File: src/include/rsv_defines.vh
// Constants for the rail sequencer and output setpoint block.
// Assumes inclusion by bare name from design files; definitions only.
`ifndef RSV_DEFINES_VH
`define RSV_DEFINES_VH

// Command codes on the command port
`define RSV_CMD_RUN_CONTROL      8'h01
`define RSV_CMD_GATING_CONFIG    8'h02
`define RSV_CMD_OUTPUT_TARGET    8'h21
`define RSV_CMD_UPPER_LIMIT      8'h24
`define RSV_CMD_LOWER_LIMIT      8'h28
`define RSV_CMD_DIVIDER_SCALE    8'h29
`define RSV_CMD_VIN_TURN_ON      8'h35
`define RSV_CMD_VIN_TURN_OFF     8'h36
`define RSV_CMD_ON_DELAY         8'h60
`define RSV_CMD_OFF_DELAY        8'h64
`define RSV_CMD_TARGET_STATUS    8'h7A
`define RSV_CMD_OUTPUT_MEASURE   8'h8B
`define RSV_CMD_FINE_TRIM        8'hD4
`define RSV_CMD_MARGIN_UP_STEP   8'hD5
`define RSV_CMD_MARGIN_DN_STEP   8'hD6

// Field positions
`define RSV_RUN_ON_BIT           7
`define RSV_RUN_MARGIN_UP_BIT    5
`define RSV_RUN_MARGIN_DN_BIT    4
`define RSV_GATE_USE_CMD_BIT     3
`define RSV_GATE_USE_PIN_BIT     2
`define RSV_GATE_PIN_HIGH_BIT    1
`define RSV_STAT_HIGH_CLAMP_BIT  1
`define RSV_STAT_LOW_CLAMP_BIT   0

// Divider scale encodings
`define RSV_SCALE_FULL           2'h0
`define RSV_SCALE_HALF           2'h1
`define RSV_SCALE_QUARTER        2'h2

// Accepted target windows per scale, in 1.953 mV steps
`define RSV_TGT_FULL_MIN         16'h00B3
`define RSV_TGT_FULL_MAX         16'h034D
`define RSV_TGT_HALF_MIN         16'h0166
`define RSV_TGT_HALF_MAX         16'h069A
`define RSV_TGT_QTR_MIN          16'h02CC
`define RSV_TGT_QTR_MAX          16'h0B00

// Reference DAC window: 350 mV to 1650 mV in 1.953 mV steps
`define RSV_REF_MIN              14'h00B3
`define RSV_REF_MAX              14'h034D

// Input lockout bounds, in 0.25 V steps: 4 V and 7.75 V
`define RSV_INPUT_TURN_OFF_THRESHOLD_FLOOR        16'h0010
`define RSV_INPUT_TURN_ON_THRESHOLD_CEIL          16'h001F

// Delays in ms, at most 100 ms
`define RSV_DELAY_MAX_MS         16'h0064
`define RSV_CLK_HZ               20000000
`define RSV_TICK_TIME_US         1000
`define RSV_TICK_CYCLES          ((`RSV_CLK_HZ / 1000000) * `RSV_TICK_TIME_US)

// Reset values
`define RSV_RST_RUN_CONTROL      8'h00
`define RSV_RST_GATING_CONFIG    8'h00
`define RSV_RST_OUTPUT_TARGET    16'h0200
`define RSV_RST_UPPER_LIMIT      16'h034D
`define RSV_RST_LOWER_LIMIT      16'h00B3
`define RSV_RST_VIN_TURN_ON      16'h0012
`define RSV_RST_VIN_TURN_OFF     16'h0011
`define RSV_RST_DELAY            16'h0000

// Telemetry averaging: 2^4 samples
`define RSV_AVG_LOG2             4
`define RSV_AVG_CNT_MAX          4'hF

`endif

File: src/design/rsv_rail_ctrl.v
// Rail turn-on/turn-off sequencing and reference setpoint for a buck rail.
// Assumes a command front end on mclk_i, a vin code and vout samples on mclk_i,
// and an asynchronous enable pin.
`include "rsv_defines.vh"

module rsv_rail_ctrl #(
  parameter TICK_CYCLES = `RSV_TICK_CYCLES
) (
  input  wire        mclk_i,
  input  wire        rst_i,
  input  wire        external_enable_pin_i,
  input  wire [15:0] vin_level_i,
  input  wire        vout_sample_vld_i,
  input  wire [15:0] vout_sample_i,
  input  wire        cmd_wr_i,
  input  wire        cmd_rd_i,
  input  wire [7:0]  cmd_code_i,
  input  wire [15:0] cmd_wdata_i,
  output reg  [15:0] cmd_rdata_o,
  output reg         cmd_ack_o,
  output reg         cmd_err_o,
  output reg         regulate_en_o,
  output reg  [11:0] error_amp_reference_o
);

  localparam [3:0] ST_OFF  = 4'b0001;
  localparam [3:0] ST_TON  = 4'b0010;
  localparam [3:0] ST_ON   = 4'b0100;
  localparam [3:0] ST_TOFF = 4'b1000;

  // Limits a value into [lo, hi]
  function [15:0] clamp16;
    input [15:0] v;
    input [15:0] lo;
    input [15:0] hi;
    begin
      if (v < lo)
        clamp16 = lo;
      else if (v > hi)
        clamp16 = hi;
      else
        clamp16 = v;
    end
  endfunction

  reg [7:0]  run_control_reg;
  reg [7:0]  gating_config_reg;
  reg [15:0] output_target_reg;
  reg [15:0] output_voltage_upper_limit_reg;
  reg [15:0] output_voltage_lower_limit_reg;
  reg [1:0]  feedback_divider_scale_reg;
  reg [15:0] input_turn_on_threshold_reg;
  reg [15:0] input_turn_off_threshold_reg;
  reg [15:0] on_delay_reg;
  reg [15:0] off_delay_reg;
  reg [6:0]  fine_trim_reg;
  reg [6:0]  margin_up_reg;
  reg [6:0]  margin_dn_reg;
  reg [1:0]  target_status_reg;
  reg        pin_meta_reg;
  reg        pin_sync_reg;
  reg        vin_ok_reg;
  reg [3:0]  state_reg;
  reg [3:0]  state_next;
  reg [15:0] ms_cnt_reg;
  reg [15:0] tick_div_reg;
  reg        ms_tick_reg;
  wire [15:0] vout_avg;

  // Telemetry averaging lives apart so its depth can change alone
  rsv_vout_avg rsv_vout_avg_i (
    .mclk_i       (mclk_i),
    .rst_i        (rst_i),
    .sample_vld_i (vout_sample_vld_i),
    .sample_i     (vout_sample_i),
    .avg_o        (vout_avg)
  );

  // Target window for the current divider scale
  reg [15:0] tgt_min;
  reg [15:0] tgt_max;
  always @* begin
    if (feedback_divider_scale_reg == `RSV_SCALE_HALF) begin
      tgt_min = `RSV_TGT_HALF_MIN;
      tgt_max = `RSV_TGT_HALF_MAX;
    end else if (feedback_divider_scale_reg == `RSV_SCALE_QUARTER) begin
      tgt_min = `RSV_TGT_QTR_MIN;
      tgt_max = `RSV_TGT_QTR_MAX;
    end else begin
      tgt_min = `RSV_TGT_FULL_MIN;
      tgt_max = `RSV_TGT_FULL_MAX;
    end
  end

  wire is_write = cmd_wr_i;
  wire tgt_in_window = (cmd_wdata_i >= tgt_min) && (cmd_wdata_i <= tgt_max);
  wire tgt_high = cmd_wdata_i > output_voltage_upper_limit_reg;
  wire tgt_low  = cmd_wdata_i < output_voltage_lower_limit_reg;
  wire wr_tgt   = is_write && (cmd_code_i == `RSV_CMD_OUTPUT_TARGET) && tgt_in_window;
  wire wr_stat  = is_write && (cmd_code_i == `RSV_CMD_TARGET_STATUS);

  // Command decode; an out-of-window target or unknown code is refused whole
  reg wr_known;
  always @* begin
    if (cmd_code_i == `RSV_CMD_OUTPUT_TARGET)
      wr_known = tgt_in_window;
    else if (cmd_code_i == `RSV_CMD_RUN_CONTROL || cmd_code_i == `RSV_CMD_GATING_CONFIG ||
             cmd_code_i == `RSV_CMD_UPPER_LIMIT || cmd_code_i == `RSV_CMD_LOWER_LIMIT ||
             cmd_code_i == `RSV_CMD_DIVIDER_SCALE || cmd_code_i == `RSV_CMD_VIN_TURN_ON ||
             cmd_code_i == `RSV_CMD_VIN_TURN_OFF || cmd_code_i == `RSV_CMD_ON_DELAY ||
             cmd_code_i == `RSV_CMD_OFF_DELAY || cmd_code_i == `RSV_CMD_TARGET_STATUS ||
             cmd_code_i == `RSV_CMD_FINE_TRIM || cmd_code_i == `RSV_CMD_MARGIN_UP_STEP ||
             cmd_code_i == `RSV_CMD_MARGIN_DN_STEP)
      wr_known = 1'b1;
    else
      wr_known = 1'b0;
  end

  // Configuration writes
  always @(posedge mclk_i) begin
    if (rst_i) begin
      run_control_reg                <= `RSV_RST_RUN_CONTROL;
      gating_config_reg              <= `RSV_RST_GATING_CONFIG;
      output_target_reg              <= `RSV_RST_OUTPUT_TARGET;
      output_voltage_upper_limit_reg <= `RSV_RST_UPPER_LIMIT;
      output_voltage_lower_limit_reg <= `RSV_RST_LOWER_LIMIT;
      feedback_divider_scale_reg     <= `RSV_SCALE_FULL;
      input_turn_on_threshold_reg    <= `RSV_RST_VIN_TURN_ON;
      input_turn_off_threshold_reg   <= `RSV_RST_VIN_TURN_OFF;
      on_delay_reg                   <= `RSV_RST_DELAY;
      off_delay_reg                  <= `RSV_RST_DELAY;
      fine_trim_reg                  <= 7'h00;
      margin_up_reg                  <= 7'h00;
      margin_dn_reg                  <= 7'h00;
    end else if (is_write) begin
      if (cmd_code_i == `RSV_CMD_RUN_CONTROL)
        run_control_reg <= cmd_wdata_i[7:0];
      else if (cmd_code_i == `RSV_CMD_GATING_CONFIG)
        gating_config_reg <= cmd_wdata_i[7:0];
      else if (wr_tgt)
        output_target_reg <= clamp16(cmd_wdata_i, output_voltage_lower_limit_reg,
                                     output_voltage_upper_limit_reg);
      else if (cmd_code_i == `RSV_CMD_UPPER_LIMIT)
        output_voltage_upper_limit_reg <= cmd_wdata_i;
      else if (cmd_code_i == `RSV_CMD_LOWER_LIMIT)
        output_voltage_lower_limit_reg <= cmd_wdata_i;
      else if (cmd_code_i == `RSV_CMD_DIVIDER_SCALE)
        feedback_divider_scale_reg <= (cmd_wdata_i[1:0] == 2'h3) ? `RSV_SCALE_QUARTER
                                                                  : cmd_wdata_i[1:0];
      else if (cmd_code_i == `RSV_CMD_VIN_TURN_ON)
        input_turn_on_threshold_reg <= clamp16(cmd_wdata_i, 16'h0000,
                                               `RSV_INPUT_TURN_ON_THRESHOLD_CEIL);
      else if (cmd_code_i == `RSV_CMD_VIN_TURN_OFF)
        input_turn_off_threshold_reg <= clamp16(cmd_wdata_i, `RSV_INPUT_TURN_OFF_THRESHOLD_FLOOR,
                                                16'hFFFF);
      else if (cmd_code_i == `RSV_CMD_ON_DELAY)
        on_delay_reg <= clamp16(cmd_wdata_i, 16'h0000, `RSV_DELAY_MAX_MS);
      else if (cmd_code_i == `RSV_CMD_OFF_DELAY)
        off_delay_reg <= clamp16(cmd_wdata_i, 16'h0000, `RSV_DELAY_MAX_MS);
      else if (cmd_code_i == `RSV_CMD_FINE_TRIM)
        fine_trim_reg <= cmd_wdata_i[6:0];
      else if (cmd_code_i == `RSV_CMD_MARGIN_UP_STEP)
        margin_up_reg <= cmd_wdata_i[6:0];
      else if (cmd_code_i == `RSV_CMD_MARGIN_DN_STEP)
        margin_dn_reg <= cmd_wdata_i[6:0];
    end
  end

  // Clamp status: write one to clear, but a new clamp in the same cycle wins
  always @(posedge mclk_i) begin
    if (rst_i) begin
      target_status_reg <= 2'h0;
    end else begin
      target_status_reg[`RSV_STAT_HIGH_CLAMP_BIT] <= (wr_tgt && tgt_high) ||
        (target_status_reg[`RSV_STAT_HIGH_CLAMP_BIT] &&
         !(wr_stat && cmd_wdata_i[`RSV_STAT_HIGH_CLAMP_BIT]));
      target_status_reg[`RSV_STAT_LOW_CLAMP_BIT] <= (wr_tgt && tgt_low) ||
        (target_status_reg[`RSV_STAT_LOW_CLAMP_BIT] &&
         !(wr_stat && cmd_wdata_i[`RSV_STAT_LOW_CLAMP_BIT]));
    end
  end

  // Read mux and one-cycle acknowledge
  reg [15:0] rd_mux;
  reg        rd_known;
  always @* begin
    rd_known = 1'b1;
    if (cmd_code_i == `RSV_CMD_RUN_CONTROL)
      rd_mux = {8'h00, run_control_reg};
    else if (cmd_code_i == `RSV_CMD_GATING_CONFIG)
      rd_mux = {8'h00, gating_config_reg};
    else if (cmd_code_i == `RSV_CMD_OUTPUT_TARGET)
      rd_mux = output_target_reg;
    else if (cmd_code_i == `RSV_CMD_UPPER_LIMIT)
      rd_mux = output_voltage_upper_limit_reg;
    else if (cmd_code_i == `RSV_CMD_LOWER_LIMIT)
      rd_mux = output_voltage_lower_limit_reg;
    else if (cmd_code_i == `RSV_CMD_DIVIDER_SCALE)
      rd_mux = {14'h0000, feedback_divider_scale_reg};
    else if (cmd_code_i == `RSV_CMD_VIN_TURN_ON)
      rd_mux = input_turn_on_threshold_reg;
    else if (cmd_code_i == `RSV_CMD_VIN_TURN_OFF)
      rd_mux = input_turn_off_threshold_reg;
    else if (cmd_code_i == `RSV_CMD_ON_DELAY)
      rd_mux = on_delay_reg;
    else if (cmd_code_i == `RSV_CMD_OFF_DELAY)
      rd_mux = off_delay_reg;
    else if (cmd_code_i == `RSV_CMD_TARGET_STATUS)
      rd_mux = {14'h0000, target_status_reg};
    else if (cmd_code_i == `RSV_CMD_OUTPUT_MEASURE)
      rd_mux = vout_avg;
    else if (cmd_code_i == `RSV_CMD_FINE_TRIM)
      rd_mux = {{9{fine_trim_reg[6]}}, fine_trim_reg};
    else if (cmd_code_i == `RSV_CMD_MARGIN_UP_STEP)
      rd_mux = {{9{margin_up_reg[6]}}, margin_up_reg};
    else if (cmd_code_i == `RSV_CMD_MARGIN_DN_STEP)
      rd_mux = {{9{margin_dn_reg[6]}}, margin_dn_reg};
    else begin
      rd_mux   = 16'h0000;
      rd_known = 1'b0;
    end
  end

  always @(posedge mclk_i) begin
    if (rst_i) begin
      cmd_rdata_o <= 16'h0000;
      cmd_ack_o   <= 1'b0;
      cmd_err_o   <= 1'b0;
    end else begin
      cmd_ack_o <= cmd_wr_i || cmd_rd_i;
      cmd_err_o <= (cmd_wr_i && !wr_known) || (cmd_rd_i && !cmd_wr_i && !rd_known);
      if (cmd_rd_i && !cmd_wr_i)
        cmd_rdata_o <= rd_mux;
    end
  end

  // Pin synchroniser and input lockout with hysteresis
  always @(posedge mclk_i) begin
    if (rst_i) begin
      pin_meta_reg <= 1'b0;
      pin_sync_reg <= 1'b0;
      vin_ok_reg   <= 1'b0;
    end else begin
      pin_meta_reg <= external_enable_pin_i;
      pin_sync_reg <= pin_meta_reg;
      if (vin_level_i >= input_turn_on_threshold_reg)
        vin_ok_reg <= 1'b1;
      else if (vin_level_i < input_turn_off_threshold_reg)
        vin_ok_reg <= 1'b0;
    end
  end

  // Every selected source must hold; lockout is always among them
  wire pin_on = (pin_sync_reg == gating_config_reg[`RSV_GATE_PIN_HIGH_BIT]);
  wire gate_on = vin_ok_reg &&
    (!gating_config_reg[`RSV_GATE_USE_PIN_BIT] || pin_on) &&
    (!gating_config_reg[`RSV_GATE_USE_CMD_BIT] ||
     run_control_reg[`RSV_RUN_ON_BIT]);

  // Millisecond tick; counting whole ms keeps the delay counter narrow
  always @(posedge mclk_i) begin
    if (rst_i) begin
      tick_div_reg <= 16'h0000;
      ms_tick_reg  <= 1'b0;
    end else if (tick_div_reg == TICK_CYCLES[15:0] - 16'h0001) begin
      tick_div_reg <= 16'h0000;
      ms_tick_reg  <= 1'b1;
    end else begin
      tick_div_reg <= tick_div_reg + 16'h0001;
      ms_tick_reg  <= 1'b0;
    end
  end

  // Sequencer
  always @* begin
    state_next = state_reg;
    case (state_reg)
      ST_OFF:  if (gate_on) state_next = ST_TON;
      ST_TON:  if (!gate_on) state_next = ST_OFF;
               else if (ms_cnt_reg >= on_delay_reg) state_next = ST_ON;
      ST_ON:   if (!gate_on) state_next = ST_TOFF;
      ST_TOFF: if (gate_on) state_next = ST_ON;
               else if (ms_cnt_reg >= off_delay_reg) state_next = ST_OFF;
      default: state_next = ST_OFF;
    endcase
  end

  always @(posedge mclk_i) begin
    if (rst_i) begin
      state_reg     <= ST_OFF;
      ms_cnt_reg    <= 16'h0000;
      regulate_en_o <= 1'b0;
    end else begin
      state_reg     <= state_next;
      regulate_en_o <= (state_next == ST_ON) || (state_next == ST_TOFF);
      if (state_next != state_reg)
        ms_cnt_reg <= 16'h0000;
      else if (ms_tick_reg && ms_cnt_reg != `RSV_DELAY_MAX_MS)
        ms_cnt_reg <= ms_cnt_reg + 16'h0001;
    end
  end

  // Reference code: scaled target plus trim plus margin, held in the DAC window
  reg [15:0] scaled;
  always @* begin
    if (feedback_divider_scale_reg == `RSV_SCALE_HALF)
      scaled = {1'b0, output_target_reg[15:1]};
    else if (feedback_divider_scale_reg == `RSV_SCALE_QUARTER)
      scaled = {2'b00, output_target_reg[15:2]};
    else
      scaled = output_target_reg;
  end

  wire [13:0] trim_x = {{7{fine_trim_reg[6]}}, fine_trim_reg};
  wire [13:0] up_x = run_control_reg[`RSV_RUN_MARGIN_UP_BIT] ?
                     {{7{margin_up_reg[6]}}, margin_up_reg} : 14'h0000;
  wire [13:0] dn_x = run_control_reg[`RSV_RUN_MARGIN_DN_BIT] ?
                     {{7{margin_dn_reg[6]}}, margin_dn_reg} : 14'h0000;
  wire [13:0] ref_sum = scaled[13:0] + trim_x + up_x + dn_x;
  // DAC bounds kept at sum width; the output takes their low twelve bits
  wire [13:0] ref_min_w = `RSV_REF_MIN;
  wire [13:0] ref_max_w = `RSV_REF_MAX;

  always @(posedge mclk_i) begin
    if (rst_i)
      error_amp_reference_o <= ref_min_w[11:0];
    else if (ref_sum[13] || ref_sum < ref_min_w)
      error_amp_reference_o <= ref_min_w[11:0];
    else if (ref_sum > ref_max_w)
      error_amp_reference_o <= ref_max_w[11:0];
    else
      error_amp_reference_o <= ref_sum[11:0];
  end

endmodule

File: src/design/rsv_vout_avg.v
// Averages output-voltage samples in blocks of sixteen.
// Assumes samples arrive on mclk_i with a one-cycle valid strobe.
`include "rsv_defines.vh"

module rsv_vout_avg (
  input  wire        mclk_i,
  input  wire        rst_i,
  input  wire        sample_vld_i,
  input  wire [15:0] sample_i,
  output reg  [15:0] avg_o
);

  reg [19:0] acc_reg;
  reg [3:0]  cnt_reg;
  wire [19:0] acc_sum = acc_reg + {4'h0, sample_i};

  // Block average; a power-of-two depth keeps the divide a plain shift
  always @(posedge mclk_i) begin
    if (rst_i) begin
      acc_reg <= 20'h00000;
      cnt_reg <= 4'h0;
      avg_o   <= 16'h0000;
    end else if (sample_vld_i) begin
      cnt_reg <= cnt_reg + 4'h1;
      if (cnt_reg == `RSV_AVG_CNT_MAX) begin
        avg_o   <= acc_sum[19:`RSV_AVG_LOG2];
        acc_reg <= 20'h00000;
      end else begin
        acc_reg <= acc_sum;
      end
    end
  end

endmodule

File: config.mk
export PLATFORM = sky130hd
export DESIGN_NAME = rsv_rail_ctrl
export DESIGN_NICKNAME = d
export VERILOG_FILES = /design/src/design/rsv_rail_ctrl.v /design/src/design/rsv_vout_avg.v
export VERILOG_INCLUDE_DIRS = /design/src /design/src/include
export SDC_FILE = /design/constraint.sdc
export NUM_CORES = 1
export LEC_CHECK = 0
export ABC_AREA = 1
export BUFFER_PORTS_ARGS = -buffer_cell sky130_fd_sc_hd__buf_4
export CAP_MARGIN = 20
export CORE_ASPECT_RATIO = 2
export CORE_MARGIN = 4
export CORE_UTILIZATION = 26
export CTS_BUF_LIST = sky130_fd_sc_hd__clkbuf_16
export CTS_CLUSTER_SIZE = 28
export DETAILED_ROUTE_END_ITERATION = 8
export GPL_TIMING_DRIVEN = 0
export PLACE_DENSITY_LB_ADDON = 0.1
export REMOVE_ABC_BUFFERS = 1
export SYNTH_ARGS = -nofsm -noshare
export SYNTH_HDL_FRONTEND = slang
export SYNTH_SLANG_ARGS = --single-unit
File: constraint.sdc
create_clock -name mclk_i -period 5.02 [get_ports mclk_i]
set_input_delay 1.004 -clock mclk_i [delete_from_list [all_inputs] [get_ports mclk_i]]
set_output_delay 1.004 -clock mclk_i [all_outputs]
set_load 0.01 [all_outputs]
==> qor.csv, run 1 <==
stage;metric;value;unit
pwr;p_seq_share;43.0;%
clock_network;clk_path_buf_depth;3;
critical_path;crit_fanout;6;
global_routing;grt_pass1_wl;100000;microns
placed_design;dp_slack;-0.749;ns
placed_design;dpl_cell_area;0.0188;sq mm
finish;antenna_cells;0;
pwr;ir_drop;0.000229;V
critical_path;arrival;5.24;ns
critical_path;path_class;reg -> reg;
pwr;pwr-share-clk;45.3;%
sta;finalCritPeriodShare;94.9;%
routing;antenna_left;0;
die;die_w;190;microns
hold_path;holdPathStages;2;
die;die_area;0.0703;sq mm
die;die_h;371;microns
global_routing;overflow;0;
critical_path;required;5.50;ns
global_routing;grtUsageTotal;18.8;%
synthesis;netlist_area;0.0171;sq mm
finish;final_cell_mix;nand2_1 (512), inv_1 (365), a21oi_1 (287), dfxtp_1 (264), o21ai_0 (191);
clock_network;cts_made_buffers;31;
routing;met1Wirelength;22300;microns
placed_design;io_buffers;92;
routing;vias;16354;
clock_network;clkTransAtPathRegs;0.06;ns
placed_design;dp_hpwl;53800;microns
hold_path;hold_start;pin_meta_reg;
clock_network;clk_latency;0.60;ns
critical_path;r2r_cells;26;
synthesis;synth_top_flop_cell;dfxtp_1;
pwr;p_leak;8.74;nW
sta;hold_viol;0;
sta;setup_viol_count_final;0;
routing;via_per_inst;4.77;
pwr;swShare;28.3;%
status;status;completed;
synthesis;synth_cells;2471;
routing;drc;0;
routing;routedWlPerCell;19.8;microns
critical_path;crit_path_end_kind;flip-flop;
global_routing;antenna_found_initial;0;
routing;wirelength;67700;microns
finish;largest_reg_flops;20;
sta;max_freq;210;MHz
synthesis;synth-seq-cells;264;
finish;stdcell_area;0.0199;sq mm
clock_network;clock-sinks;264;
critical_path;r2r_end;error_amp_reference_o[2];
die;ios;93;
finish;syn2layout_area_growth;15.8;%
global_routing;grt_max_degree;75;
run;cap_violations;0;
sta;setup_slack;0.258;ns
clock_network;cts_max_level;1;
sta;min_period;4.76;ns
die;start_util;26.3;%
pwr;pwr-share-comb;11.7;%
routing;drt_iter0_markers;674;
die;core;0.0651;sq mm
hold_path;holdPathEnd;pin_sync_reg;
routing;met2WireLength;38900;microns
synthesis;synth-async-reset-ratio;0;%
critical_path;setup.worst_path.start_class;flip-flop;
finish;layout.nets;2773;
pwr;internal-power;3.58;mW
critical_path;r2r_slack;0.26;ns
critical_path;cp_slowest_stage_delay;0.52;ns
critical_path;slowest_stage;fa_1;
sta;maxSlewViolCount;0;
routing;dr.pass1.iters;5;
clock_network;cts_hold_buf;0;
routing;routed.top_layer;met4;
finish;layout_commonest_cell;nand2_1;
pwr;p_sw;1.41;mW
global_routing;grt_pass1_vias;16885;
finish;drive_above_1_share;8.80;%
synthesis;synth_cell_types;53;
routing;met3WireLength;1570;microns
sta;clock-skew-final;0.0161;ns
clock_network;cts-root-buf;clkbuf_16;
hold_path;hold_class;reg -> reg;
finish;fillCellCount;7211;
synthesis;synth-seq-area-share;30.8;%
critical_path;r2r-start;feedback_divider_scale_reg[1];
synthesis;yosysTopAreaCell;dfxtp_1;
placed_design;gp_congestion;0.878;
synthesis;yosysTopAreaCellShare;30.8;%
synthesis;synth.avg_cell_area;6.94;sq um
synthesis;synth_edf_count;0;
die;rows;132;
sta;hold_ws;0.402;ns
sta;worst_pin_slew;1.11;ns
sta;slew_headroom;25.6;%
sta;fin_setup_tns;0;ns
pwr;power_density;252;mW/mm^2
synthesis;ys_top_cells_by_area;dfxtp_1 (31%), nand2_1 (11%), ha_1 (11%), a21oi_1 (8.4%), inv_1 (7.8%);
synthesis;yosys_warnings;0;
clock_network;cts_tree;yes;
[critical path, delay by kind of cell (launching register included)]
kind	cells	cell delay, ns
simple gates	12	1.22
flops	1	0.36
fa+ha+maj	5	1.87
compound gates	3	0.50
buf+inv	6	0.69
[metal layers]
| metal | track usage [%] | vias to the layer above |
|---|---|---|
| met5 | 0 | - |
| li1 | - | 8284 |
| met4 | 11.8 | 0 |
| met1 | 16.8 | 7606 |
| met2 | 39.1 | 309 |
| met3 | 1.42 | 155 |
[cells by family after synthesis]
| family | after synthesis | synth area share (%) |
|---|---|---|
| compound gates | 592 | 18.6 |
| xor+xnor | 42 | 2.15 |
| fa+ha+maj | 178 | 14.2 |
| buf+inv | 460 | 10.4 |
| flops | 264 | 30.8 |
| mux | 2 | 0.117 |
| other cells | 1 | 0.0219 |
| simple gates | 932 | 23.7 |
[timing repair]
action,in CTS,in global routing
gates cloned,2,0
endpoints found under the setup margin,10,10
gates resized for setup,6,9
buffers inserted,3,0
[area by class of cell]
class / instances / area [sq um] / share of cell area (%)
Clock buffer: 31 / 776 / 3.91
Clock inverter: 25 / 188 / 0.945
Inverter: 380 / 1440 / 7.24
Multi-Input combinational cell: 1748 / 10100 / 51.1
Sequential cell: 264 / 5290 / 26.6
Tap cell: 871 / 1090 / 5.49
Timing Repair Buffer: 106 / 922 / 4.64
Timing Repair inverter: 2 / 10.0 / 0.0504
[power groups by stage]
stage / Clock [mW] / Combinational, mW / Sequential [mW]
6_report: 2.26 / 0.582 / 2.15
4_1_cts: 2.37 / 0.584 / 2.15
3_3_place_gp: 0 / 0.568 / 2.19
5_1_grt: 2.41 / 0.646 / 2.15
2_1_floorplan: 0 / 0.322 / 2.19
3_5_place_dp: 0 / 0.581 / 2.19
[cells in the mapped netlist (6+ instances only)]
library cell,n
nand2_2,8
ha_1,151
inv_2,20
clkbuf_1,50
buf_2,21
nand3_1,93
o21ai_1,15
a211oi_1,13
nor3_1,66
nor2_1,161
a21oi_1,287
inv_1,357
xnor2_1,8
a31oi_1,23
o211ai_1,30
nand4_1,26
xor2_1,34
fa_1,27
o21ai_0,192
nor4_1,13
nand2_1,513
dfxtp_1,264
nor2_2,16
o22ai_1,8
nor2_4,6
[metrics by stage]
stage / power [mW] / utilization (%) / instances
floorplan: 2.51 / - / 2392
global placement: 2.76 / 28.5 / 3355
detailed placement: 2.78 / 28.8 / 3364
CTS: 5.10 / 30.4 / 3425
global route: 5.21 / 30.5 / 3427
finish: 4.99 / 30.5 / 3427
[worst max path at each step]
stage / endpoint / slack [ns] / cells after the start / from
after floorplan: error_amp_reference_o[2] / 0.77 / 26 / feedback_divider_scale_reg[1]
after CTS: error_amp_reference_o[3] / 0.03 / 26 / feedback_divider_scale_reg[1]
after global placement: ms_cnt_reg[13] / -1.02 / 6 / rst_i
final: error_amp_reference_o[2] / 0.26 / 26 / feedback_divider_scale_reg[1]
after detailed placement: error_amp_reference_o[6] / -0.75 / 26 / feedback_divider_scale_reg[1]
after global routing: error_amp_reference_o[2] / -0.05 / 26 / feedback_divider_scale_reg[1]
Power figures use the tool's default switching activity.
==> run 2: changes to the inputs <==
CORE_ASPECT_RATIO = not set   (was 2)
==> qor.csv, run 2 (same netlist as run 1, synthesis figures left out) <==
stage;metric;value;unit;change
critical_path;worst-path-stages;26;;unchanged
clock_network;clkTransAtPathRegs;0.06;ns;about the same
routing;vias;16182;;was 16354
global_routing;grtUsageTotal;17.1;%;was 18.8%
routing;dr.pass1.iters;5;;unchanged
sta;max_freq;217;MHz;was 210 MHz
finish;antenna_cells;0;;unchanged
critical_path;cp_slowest_stage_delay;0.45;ns;was 0.52 ns
critical_path;slowest_stage;fa_1;;unchanged
sta;hold_viol;0;;unchanged
placed_design;io_buffers;92;;unchanged
sta;rsz0062_at_grt;false;;
critical_path;r2r-start;feedback_divider_scale_reg[1];;unchanged
clock_network;cts_made_buffers;37;;was 31
die;core;0.0648;sq mm;was 0.0651 sq mm
critical_path;crit_path_end_kind;flip-flop;;unchanged
placed_design;dpl_cell_area;0.0187;sq mm;was 0.0188 sq mm
die;die_w;265;microns;was 190 microns
critical_path;crit_fanout;16;;was 6
critical_path;arrival;5.04;ns;was 5.24 ns
clock_network;clk_latency;0.56;ns;was 0.60 ns
sta;slew_headroom;36.9;%;was 25.6%
critical_path;cp-endpoint;error_amp_reference_o[2];;unchanged
run;cap_violations;0;;unchanged
die;rows;93;;was 132
die;start_util;26.4;%;was 26.3%
routing;routedWlPerCell;17.9;microns;was 19.8 microns
routing;antenna_left;0;;unchanged
global_routing;antenna_found_initial;0;;unchanged
pwr;power_density;262;mW/mm^2;was 252 mW/mm^2
clock_network;cts_tree;yes;;unchanged
global_routing;grt_max_degree;88;;was 75
critical_path;path_class;reg -> reg;;unchanged
pwr;p_leak;8.81;nW;was 8.74 nW
global_routing;overflow;0;;unchanged
sta;worst_pin_slew;0.943;ns;was 1.11 ns
critical_path;r2r_cells;26;;unchanged
global_routing;grt_pass1_vias;15776;;was 16885
hold_path;hold_class;reg -> reg;;unchanged
finish;syn2layout_area_growth;16.3;%;was 15.8%
critical_path;setup.worst_path.start_class;flip-flop;;unchanged
critical_path;crit_buf_inv;7;;was 6
critical_path;r2r_end;error_amp_reference_o[2];;unchanged
global_routing;grt_pass1_wl;94500;microns;was 100000 microns
clock_network;cts-root-buf;clkbuf_16;;unchanged
finish;final_cell_mix;nand2_1 (513), inv_1 (362), a21oi_1 (287), dfxtp_1 (264), o21ai_0 (191);;was nand2_1 (512), inv_1 (365), a21oi_1 (287), dfxtp_1 (264), o21ai_0 (191)
routing;drc;0;;unchanged
critical_path;crit_start;feedback_divider_scale_reg[1];;unchanged
routing;via_per_inst;4.74;;was 4.77
finish;layout_commonest_cell;nand2_1;;unchanged
critical_path;r2r_slack;0.41;ns;was 0.26 ns
clock_network;cts_max_level;2;;was 1
sta;clock-skew-final;0.0239;ns;was 0.0161 ns
pwr;ir_drop;0.000191;V;was 0.000229 V
finish;drive_above_1_share;9.06;%;was 8.80%
finish;layout.nets;2777;;was 2773
finish;largest_reg_flops;20;;unchanged
critical_path;path_delay_family;adder cells;;unchanged
die;die_h;265;microns;was 371 microns
sta;min_period;4.61;ns;was 4.76 ns
routing;wirelength;61300;microns;was 67700 microns
status;status;completed;;unchanged
placed_design;gp_congestion;0.826;;was 0.878
die;ios;93;;unchanged
die;die_area;0.0701;sq mm;was 0.0703 sq mm
critical_path;required;5.45;ns;was 5.50 ns
pwr;finalPower;5.23;mW;was 4.99 mW
finish;stdcell_area;0.0199;sq mm;about the same
sta;setup_viol_count_final;0;;unchanged
routing;drt_iter0_markers;938;;was 674
sta;finalCritPeriodShare;91.9;%;was 94.9%
sta;maxSlewViolCount;0;;unchanged
critical_path;cpMostUsedCell;nand2_1;;
clock_network;clock-sinks;264;;unchanged
clock_network;clk_path_buf_depth;3;;unchanged
placed_design;dp_hpwl;46800;microns;was 53800 microns
==> run 2: changes by cell type in the layout (fill, tap and decap cells not counted), moves of 2 or more <==
| cell | previous run | this run |
|---|---|---|
| clkinv_2 | 3 | 11 |
| nor2_1 | 159 | 161 |
| nor2_4 | 9 | 6 |
| clkbuf_16 | 31 | 38 |
| buf_8 | 3 | 0 |
| inv_1 | 365 | 362 |
| clkinvlp_2 | 2 | 0 |
| buf_6 | 1 | 5 |
| clkinvlp_4 | 4 | 2 |
| clkinv_1 | 9 | 7 |
==> run 2: layout make-up <==
class | count | area (sq um)
clock buffers | 38 | 951
clock inverters | 25 | 173
fillers | 7110 | 44900
inverters | 380 | 1440
multi-input cells | 1748 | 10100
flip-flops and latches | 264 | 5290
well taps | 855 | 1070
repair buffers | 105 | 900
repair inverters | 1 | 7.51
==> run 2: through the flow <==
step                setup TNS (ns)  setup WS [ns]  std cells  hold slack, ns  utilization (%)
floorplan                        0          0.775       2392           0.388                -
global placement            -42.48         -0.990       3339           0.403             28.6
detailed placement           -2.94         -0.393       3346           0.406             28.8
CTS                              0         0.0203       3410           0.423             30.6
global route                     0         0.0133       3416           0.436             30.8
finish                           0          0.405       3416           0.412             30.8
==> run 2: worst min path at each step <==
stage / from / end / slack, ns / cells after the start
final: pin_meta_reg / pin_sync_reg / 0.41 / 2
after global routing: pin_meta_reg / pin_sync_reg / 0.44 / 2
after CTS: pin_meta_reg / pin_sync_reg / 0.42 / 2
after detailed placement: pin_meta_reg / pin_sync_reg / 0.41 / 2
after global placement: pin_meta_reg / pin_sync_reg / 0.40 / 2
after floorplan: pin_meta_reg / pin_sync_reg / 0.39 / 2
==> run 2: layer usage <==
layer | GRT usage [%] | wire length [microns]
met5 | 0 | 0
met2 | 29.9 | 29600
met3 | 1.88 | 2180
met1 | 22.4 | 28000
met4 | 4.78 | 1540
==> run 2: what timing repair did <==
action,in CTS,in global routing
hold buffers,0,0
gates resized for setup,5,5
setup endpoints to repair,10,10
buffers inserted,0,3
gates cloned,1,0
==> run 2: report_power, final <==
part / switching, mW / internal (mW)
combinational: 0.374 / 0.189
sequential: 0.0196 / 2.13
clock: 1.05 / 1.47
total: 1.44 / 3.78
==> run 2: worst reg2reg max path: stages, from the launching register on <==
cell        delay (ns)
dfxtp_1           0.35
inv_1             0.12
ha_4              0.30
clkinvlp_4        0.22
buf_4             0.17
o22ai_2           0.24
fa_1              0.46
inv_1             0.09
fa_1              0.39
inv_1             0.07
ha_1              0.16
inv_1             0.06
fa_1              0.42
o21ai_2           0.23
nand2_1           0.08
nand2_1           0.08
nand2_1           0.06
inv_1             0.08
nand2_1           0.09
nor2_1            0.12
nor2_1            0.05
nand2_1           0.08
nand2_2           0.08
nor2_2            0.15
nand3_2           0.13
nand2_1           0.16
nor2_1            0.07
